[src/inc/socket_ctrl_pkg.sv]
package socket_ctrl_pkg;

	// ******************************************************************
	// Register map and field layout.
	// ******************************************************************
	localparam logic [7:0] POWER_OFFSET        = 8'h02;
	localparam logic [7:0] INT_GEN_OFFSET      = 8'h03;
	localparam logic [7:0] REG_RESET           = 8'h00;
	localparam logic [7:0] POWER_WRITE_MASK    = 8'h9B;
	localparam int         OE_BIT              = 7;
	localparam int         VCC_HI              = 4;
	localparam int         VCC_LO              = 3;
	localparam int         VPP_HI              = 1;
	localparam int         VPP_LO              = 0;
	localparam int         RING_EN_BIT         = 7;
	localparam int         RESET_OFF_BIT       = 6;
	localparam int         CARD_IO_BIT         = 5;
	localparam int         STATUS_TO_PCI_BIT   = 4;
	localparam int         SEL_HI              = 3;

	// ******************************************************************
	// Supply and programming voltage codes.
	// ******************************************************************
	localparam logic [1:0] VCC_0V              = 2'h0;
	localparam logic [1:0] VCC_0V_RSVD         = 2'h1;
	localparam logic [1:0] VCC_5V              = 2'h2;
	localparam logic [1:0] VCC_3V3             = 2'h3;
	localparam logic [1:0] VPP_OFF             = 2'h0;
	localparam logic [1:0] VPP_FOLLOW_VCC      = 2'h1;
	localparam logic [1:0] VPP_12V             = 2'h2;

	// ******************************************************************
	// Interrupt select codes.
	// ******************************************************************
	localparam logic [3:0] SEL_NONE            = 4'h0;
	localparam logic [3:0] SEL_SMI             = 4'h2;
	localparam int         IRQ_LINES           = 16;

	// Byte register access carried as one bundle.
	typedef struct packed {
		logic       wr;
		logic       rd;
		logic [7:0] addr;
		logic [7:0] wdata;
	} reg_req_s;

endpackage : socket_ctrl_pkg

[src/rtl/card_socket_power_irq_ctrl.sv]
`timescale 1ns/1ps
`default_nettype none
module card_socket_power_irq_ctrl
	import socket_ctrl_pkg::*;
(
	input  wire logic                 i_clk,
	input  wire logic                 i_sys_rst,
	input  wire reg_req_s             i_reg_req,
	output logic [7:0]                o_reg_rdata,
	input  wire logic                 i_battery_detect1_ring_pin_n,
	input  wire logic                 i_card_is_16bit,
	input  wire logic                 i_card_func_irq,
	input  wire logic                 i_card_status_change,
	input  wire logic [3:0]           i_status_change_irq_select,
	output logic                      o_card_output_enable,
	output logic [1:0]                o_socket_vcc_request,
	output logic [1:0]                o_socket_vpp_request,
	output logic                      o_ring_indicate,
	output logic                      o_card_reset,
	output logic                      o_card_is_io,
	output logic                      o_pci_irq,
	output logic                      o_smi,
	output logic [IRQ_LINES-1:0]      o_legacy_irq
);

	// ******************************************************************
	// Pin synchronisers.
	// ******************************************************************
	logic [2:0] pins_sync;

	pin_sync2 #(.WIDTH(3)) u_pin_sync (
		.i_clk     (i_clk),
		.i_sys_rst (i_sys_rst),
		.i_async   ({i_battery_detect1_ring_pin_n, i_card_is_16bit, i_card_func_irq}),
		.o_sync    (pins_sync)
	);

	wire ring_pin_n_s = pins_sync[2];
	wire card16_s     = pins_sync[1];
	wire func_irq_s   = pins_sync[0];

	// ******************************************************************
	// Register file.
	// ******************************************************************
	logic [7:0] power_reg;
	logic [7:0] power_next;
	logic [7:0] int_gen_reg;
	logic [7:0] int_gen_next;
	logic [7:0] rdata_next;

	wire wr_power   = i_reg_req.wr && (i_reg_req.addr == POWER_OFFSET);
	wire wr_int_gen = i_reg_req.wr && (i_reg_req.addr == INT_GEN_OFFSET);

	// Reserved bits never store, so they read back as zero.
	assign power_next   = wr_power ? (i_reg_req.wdata & POWER_WRITE_MASK) : power_reg;
	assign int_gen_next = wr_int_gen ? i_reg_req.wdata : int_gen_reg;

	// Unmapped offsets read as zero.
	assign rdata_next = (i_reg_req.addr == POWER_OFFSET)   ? power_reg :
	                    (i_reg_req.addr == INT_GEN_OFFSET) ? int_gen_reg : REG_RESET;

	always_ff @(posedge i_clk) begin
		if (i_sys_rst) begin
			power_reg   <= REG_RESET;
			int_gen_reg <= REG_RESET;
			o_reg_rdata <= REG_RESET;
		end else begin
			power_reg   <= power_next;
			int_gen_reg <= int_gen_next;
			if (i_reg_req.rd) begin
				o_reg_rdata <= rdata_next;
			end
		end
	end

	// ******************************************************************
	// Power requests and card control decode.
	// ******************************************************************
	wire [1:0] vcc_field             = power_reg[VCC_HI:VCC_LO];
	wire [1:0] vpp_field             = power_reg[VPP_HI:VPP_LO];
	wire [3:0] functional_irq_select = int_gen_reg[SEL_HI:0];

	// Only the 5 V and 3.3 V codes actually power the socket.
	wire vcc_on = (vcc_field == VCC_5V) || (vcc_field == VCC_3V3);

	// A stale programming code must not reach the switch while unpowered.
	wire [1:0] vpp_eff = vcc_on ? vpp_field : VPP_OFF;

	// Ring indicate is the active-low pin level, gated by the enable.
	wire ring_now = int_gen_reg[RING_EN_BIT] && !ring_pin_n_s;

	// Non 16-bit cards never see the reset.
	wire reset_now = !int_gen_reg[RESET_OFF_BIT] && card16_s;

	// Select 0000 also forces status-change to PCI for older software.
	wire status_change_to_pci = int_gen_reg[STATUS_TO_PCI_BIT] || (functional_irq_select == SEL_NONE);

	// Decode a select code to SMI or one IRQ line.
	function automatic logic [IRQ_LINES:0] route(input logic [3:0] sel);
		logic [IRQ_LINES:0] v;
		v = '0;
		if (sel == SEL_SMI) begin
			v[IRQ_LINES] = 1'b1;
		end else if (sel != SEL_NONE) begin
			v[sel] = 1'b1;
		end
		return v;
	endfunction : route

	// Functional interrupts exist only for I/O cards; status changes not sent to PCI use their own select.
	wire                func_active          = func_irq_s && int_gen_reg[CARD_IO_BIT];
	wire [IRQ_LINES:0]  func_vec             = func_active ? route(functional_irq_select) : '0;
	wire                status_change_legacy = i_card_status_change && !status_change_to_pci;
	wire [IRQ_LINES:0]  status_change_vec    = status_change_legacy ? route(i_status_change_irq_select) : '0;
	wire [IRQ_LINES:0]  irq_vec              = func_vec | status_change_vec;

	// Outputs are registered so pins never glitch during register writes.
	always_ff @(posedge i_clk) begin
		if (i_sys_rst) begin
			o_card_output_enable <= 1'b0;
			o_socket_vcc_request <= VCC_0V;
			o_socket_vpp_request <= VPP_OFF;
			o_ring_indicate      <= 1'b0;
			o_card_reset         <= 1'b0;
			o_card_is_io         <= 1'b0;
			o_pci_irq            <= 1'b0;
			o_smi                <= 1'b0;
			o_legacy_irq         <= '0;
		end else begin
			o_card_output_enable <= power_reg[OE_BIT];
			o_socket_vcc_request <= vcc_field;
			o_socket_vpp_request <= vpp_eff;
			o_ring_indicate      <= ring_now;
			o_card_reset         <= reset_now;
			o_card_is_io         <= int_gen_reg[CARD_IO_BIT];
			o_pci_irq            <= i_card_status_change && status_change_to_pci;
			o_smi                <= irq_vec[IRQ_LINES];
			o_legacy_irq         <= irq_vec[IRQ_LINES-1:0];
		end
	end
endmodule : card_socket_power_irq_ctrl
`default_nettype wire

[src/rtl/pin_sync2.sv]
`timescale 1ns/1ps
`default_nettype none
module pin_sync2 #(
	parameter int WIDTH = 1
) (
	input  wire logic             i_clk,
	input  wire logic             i_sys_rst,
	input  wire logic [WIDTH-1:0] i_async,
	output logic      [WIDTH-1:0] o_sync
);

	logic [WIDTH-1:0] meta_reg;

	// Two stages; only the second stage is read outside this module.
	always_ff @(posedge i_clk) begin
		if (i_sys_rst) begin
			meta_reg <= '0;
			o_sync   <= '0;
		end else begin
			meta_reg <= i_async;
			o_sync   <= meta_reg;
		end
	end

endmodule : pin_sync2
`default_nettype wire

[config.mk]
export PLATFORM = sky130hd
export DESIGN_NAME = card_socket_power_irq_ctrl
export DESIGN_NICKNAME = d
export VERILOG_FILES = /design/src/inc/socket_ctrl_pkg.sv /design/src/rtl/card_socket_power_irq_ctrl.sv /design/src/rtl/pin_sync2.sv
export SDC_FILE = /design/constraint.sdc
export NUM_CORES = 1
export LEC_CHECK = 0
export ABC_AREA = 1
export BUFFER_PORTS_ARGS = -buffer_cell sky130_fd_sc_hd__buf_2
export CORE_MARGIN = 5
export CORE_UTILIZATION = 46
export CTS_CLUSTER_SIZE = 30
export DETAILED_ROUTE_END_ITERATION = 10
export PLACE_DENSITY = 0.74
export SYNTH_ARGS = -nofsm -noshare
export SYNTH_HDL_FRONTEND = slang
export SYNTH_SLANG_ARGS = --single-unit
[constraint.sdc]
create_clock -name i_clk -period 1.1 [get_ports i_clk]
set_input_delay 0.22 -clock i_clk [delete_from_list [all_inputs] [get_ports i_clk]]
set_output_delay 0.22 -clock i_clk [all_outputs]
set_load 0.1 [all_outputs]
**Yosys cells after proc, flatten, opt, wreduce, memory -nomap -nowiden**

Cells that the tools add are included.

- Register bits after elaboration: 53

- Bitwise operators: 2
- Eq/ne operators: 6
- Multiplexer cells: 14
- $lt $le $gt $ge: 4
- Reduce and logical (&&, ||, !) cells: 18

Operators with widths:

| kind | number |
|---|---|
| 16-bit two-way mux | 4 |
| 17-bit two-way mux | 2 |
| 17-bit OR | 1 |
| 8-bit by 2-bit equality test with 1-bit output (second input constant) | 2 |
| 8-bit two-way mux | 2 |
| 4-bit by 6-bit less-than comparator with 1-bit output (second input constant) | 2 |
| 1-bit logical AND | 9 |
| 1-bit demux with 4-bit select | 2 |
| 4-bit by 2-bit equality test with 1-bit output (second input constant) | 2 |
| 4-bit by 1-bit greater-or-equal comparator with 1-bit output (second input constant) | 2 |
| 4-bit nonzero test | 2 |
| 2-bit equality test (second input constant) | 2 |
| 4-bit zero test | 1 |
| 1-bit two-way mux | 4 |
| 1-bit zero test | 3 |
| 1-bit logical OR | 2 |
| 2-bit OR reduction | 1 |
| 1-bit inverter | 1 |

**Longest topological paths before layout**

- Depth in word-level cells: 8
- Gate-level depth with buffers: 8
- Gate-level depth less buffers: 7

**Cells and area by module**

From an unflattened synthesis, not the netlist that was laid out.

- Cell total of the unflattened synthesis: 310
- Area total of the unflattened synthesis: 2,223.4 µm²

Modules (own cells, without submodules):

| module | area each (µm²) | instances | cells each |
|---|---|---|---|
| card_socket_power_irq_ctrl | 2,058.2 | 1 | 292 |
| pin_sync2 | 165.2 | 1 | 18 |

**Least setup slack after synthesis**

OpenSTA, ideal clock, no wires.

- Path kind: flip-flop to flip-flop
- Start: reg o_reg_rdata[7] (netlist name)
- End: reg o_reg_rdata[7]
- Cell stages (with the launch flop): 5
- Arrival time: 1,226 ps
- Setup time: 56 ps
- Setup slack: -182 ps
- Cells stage by stage: dfxtp_1 -> nor2_1 -> nor2_1 -> nand2_1 -> inv_1

RTL lines:

| element | line | RTL |
|---|---|---|
| end signal: assignment | card_socket_power_irq_ctrl.sv:71 | `o_reg_rdata <= rdata_next;` |
| end: declaration | card_socket_power_irq_ctrl.sv:9 | `output logic [7:0] o_reg_rdata,` |

**Final worst setup path**

- Start: reg int_gen_reg[3]
- End: reg o_legacy_irq[5]

- Word-level cells in the longest chain between the ends: 8
- Elaborated cells on any way between the ends: 16

Ends and longest elaborated chain:

| element | line | RTL |
|---|---|---|
| start: declaration | card_socket_power_irq_ctrl.sv:47 | `logic [7:0] int_gen_reg;` |
| start signal: assignment | card_socket_power_irq_ctrl.sv:69 | `int_gen_reg <= int_gen_next;` |
| 4-bit by 6-bit less-than comparator with 1-bit output (not written as such) / 4-bit by 1-bit greater-or-equal comparator with 1-bit output (equally long branches) | card_socket_power_irq_ctrl.sv:105 | `v[sel] = 1'b1;` |
| 1-bit logical AND (not written as such) | card_socket_power_irq_ctrl.sv:105 |  |
| 1-bit two-way mux (not written as such) | card_socket_power_irq_ctrl.sv:105 |  |
| 1-bit demux with 4-bit select | card_socket_power_irq_ctrl.sv:105 |  |
| 16-bit two-way mux | card_socket_power_irq_ctrl.sv:104 | `end else if (sel != SEL_NONE) begin` |
| 16-bit two-way mux | card_socket_power_irq_ctrl.sv:102 | `if (sel == SEL_SMI) begin` |
| 17-bit two-way mux | card_socket_power_irq_ctrl.sv:112 | `wire [IRQ_LINES:0] func_vec = func_active ? route(functional_irq_select) : '0;` |
| 17-bit OR * | card_socket_power_irq_ctrl.sv:115 | `wire [IRQ_LINES:0] irq_vec = func_vec \| status_change_vec;` |
| end signal: assignment | card_socket_power_irq_ctrl.sv:138 | `o_legacy_irq <= irq_vec[IRQ_LINES-1:0];` |
| end: declaration | card_socket_power_irq_ctrl.sv:23 | `output logic [IRQ_LINES-1:0] o_legacy_irq` |

Mark *: on every way between the ends. The rest lies on a longest branch, timed or not.
A chain may end at the register's enable or synchronous reset.

==> results.toml <==
[placement]
dp_hpwl_um = 4130
io_buffers = 60
dpl_cell_area_um2 = 3220
gp_congestion = 0.858

[detailed_routing]
routed_wl_um = 5580
antenna_left = 0
drcViolationCount = 0
routedWlPerCell_um = 12.1
drtIter0Drc = 185
dr.pass1.iters = 4
vias_per_cell = 4.73
vias = 2170

[grt]
grt.total_usage_pct = 18.3
grt_busiest_layer = "met2"
grt_pass1_vias = 2091
grt_pass1_wl_um = 9150
antenna_found_initial = 0
grt_max_degree = 25
use_met2_pct = 33.6
met3_usage_pct = 4.97
met1_usage_pct = 19.7
overflow = 0

[clock_network]
cts.clk_slew.worst_paths_ns = 0.10
cts_root_buf = "clkbuf_8"
cts_max_path_buffers = 2
cts_tree = "built"
holdBufCountCts = 0
clk_latency_ns = 0.31
htree_levels = 2
cts_buffers = 5
clkSinkCount = 52

[sta]
fin_skew_ns = 0.0143
max_freq_mhz = 889
holdWs_ns = 0.100
maxSlewViolCount = 0
fin_crit_ns = 1.12
hold_viol = 0
setup_slack_ns = -0.0248
rsz0062_at_grt = "true"
fin_tns_setup_ns = -0.0598
setup_viol = 5
timing.final.crit_share_pct = 102

[synthesis]
yosys.area.top_type = "dfxtp_1"
synth.yosys.seq_area_share_pct = 46.7
synth_cells = 311
syn_area_um2 = 2230
avgSynthCellArea_um2 = 7.17
synth.most_common_cell = "nor2_1"
synth-edff-count = 0
synth_cell_types = 21
synth.top_cell.area_share_pct = 46.7
synth-seq-cells = 52
synth_area_leaders = "dfxtp_1, nor2_1, nand2_1, nand3_1, inv_1"
yosys_warnings = 0
synth_common_cells = "nor2_1, nand2_1, dfxtp_1"
synth_flop_cell = "dfxtp_1"
async_flop_share_pct = 0

[layout]
layout.nets = 419
syn_to_final_growth_pct = 52.6
drive_gt1_share_pct = 41.6
antenna_cells = 0
finish.instance_area_um2 = 3400
largest_reg_flops = 15
fin_util_pct = 72.0

[worst_setup_path]
timing.rr.end = "o_legacy_irq[5]"
worstPathMaxFanout = 7
max_stage_delay_ns = 0.39
cp-endpoint = "o_legacy_irq[5]"
slowest_stage = "dfxtp_4"
crit_type = "reg2reg"
r2r-start = "int_gen_reg[3]"
cp.required_ns = 1.33
crit_path_end_kind = "flip-flop"
r2r_cells = 6
worstPathArrival_ns = 1.36
path_cells = "nor2_4 > nand2_2 > nand2_4 > nor2_4 > nand2_2 > a21oi_2"
r2r_slack_ns = -0.02
start_kind = "flip-flop"
crit_start = "int_gen_reg[3]"

[status]
outcome = "complete, but fails checks"
violations = "negative setup slack"

[floorplan]
io_pins = 62
rows = 25
die_x_um = 79.6
dieArea_um2 = 6340
coreArea_um2 = 4720
start_util_pct = 47.2
die_height_um = 79.6

[hold_path]
hp-class = "in2reg"

[pwr]
switchingPower_mw = 0.918
finalPower_mw = 3.41
p_sw_share_pct = 27.0
peakVddDrop_mv = 0.878
power_density_nw_per_um2 = 1000
p_leak_nw = 1.51
comb_power_share_pct = 12.2
p_int_mw = 2.49
power_frac_seq_pct = 56.2
power_frac_clock_pct = 31.6

[run]
cap_violations = 0
## kinds of logic after synthesis
kind of cell	synth area share (%)
other cells	0.168
compound gates	5.73
flops	46.7
simple gates	37.4
buf+inv	9.99
## routing by layer
| metal | share of wire (%) | wire, µm | vias to the layer above |
|---|---|---|---|
| li1 | - | - | 1100 |
| met1 | 38 | 2130 | 977 |
| met2 | 54 | 3000 | 78 |
| met3 | 6.1 | 338 | 15 |
| met4 | 2.0 | 111 | 0 |
| met5 | 0 | 0 | - |
## cells in the final DEF (no fill, tap or decap), drive strengths merged
master	n
dfxtp	52
buf	81
clkinv	1
nand3	35
clkbuf	6
a21oi	18
clkinvlp	1
conb	2
nand2	70
nor3	3
inv	42
nor2	79
and3	2
## worst max-delay path: cells and delay by family, from the launching register on
kind | cells | cell delay [ns]
simple gates | 5 | 0.54
flops | 1 | 0.39
compound gates | 1 | 0.13
## what timing repair did
action,in CTS,in global routing
endpoints found under the setup margin,16,22
gates resized for setup,7,12
pin swaps,2,1
buffers inserted,0,3
cloned,1,0
## final cells by class
| class | count | area, µm² |
|---|---|---|
| flip-flops and latches | 52 | 1100 |
| clock buffers | 6 | 72.6 |
| inverters | 42 | 158 |
| multi-input cells | 209 | 1010 |
| repair buffers | 81 | 957 |
| well taps | 67 | 83.8 |
| clock inverters | 2 | 16.3 |
| fillers | 335 | 1320 |
## how the worst min path moves through the flow
stage / from / end / slack (ns) / cells past startpoint
finish: i_battery_detect1_ring_pin_n / u_pin_sync.meta_reg[2] / 0.10 / 3
global placement: u_pin_sync.o_sync[2] / o_ring_indicate / 0.37 / 1
detailed placement: u_pin_sync.o_sync[2] / o_ring_indicate / 0.39 / 1
global route: i_battery_detect1_ring_pin_n / u_pin_sync.meta_reg[2] / 0.11 / 3
CTS: i_battery_detect1_ring_pin_n / u_pin_sync.meta_reg[2] / 0.1 / 3
floorplan: i_card_func_irq / u_pin_sync.meta_reg[0] / 0.33 / 2
## power by group through the flow
stage / clock, mW / sequential, mW / combinational [mW]
floorplan: 0 / 2.06 / 0.161
finish: 1.07 / 1.91 / 0.416
detailed placement: 0 / 1.97 / 0.410
global placement: 0 / 1.97 / 0.402
CTS: 1.09 / 1.93 / 0.414
global route: 1.18 / 1.92 / 0.451
## per-stage QoR
step / setup WS, ns / cells
floorplan: 0.0317 / 312
global placement: -0.0559 / 447
detailed placement: -0.125 / 447
CTS: 0.000552 / 456
global route: -0.0826 / 459
finish: -0.0248 / 459
No activity file was read; power rests on OpenSTA's default activity.
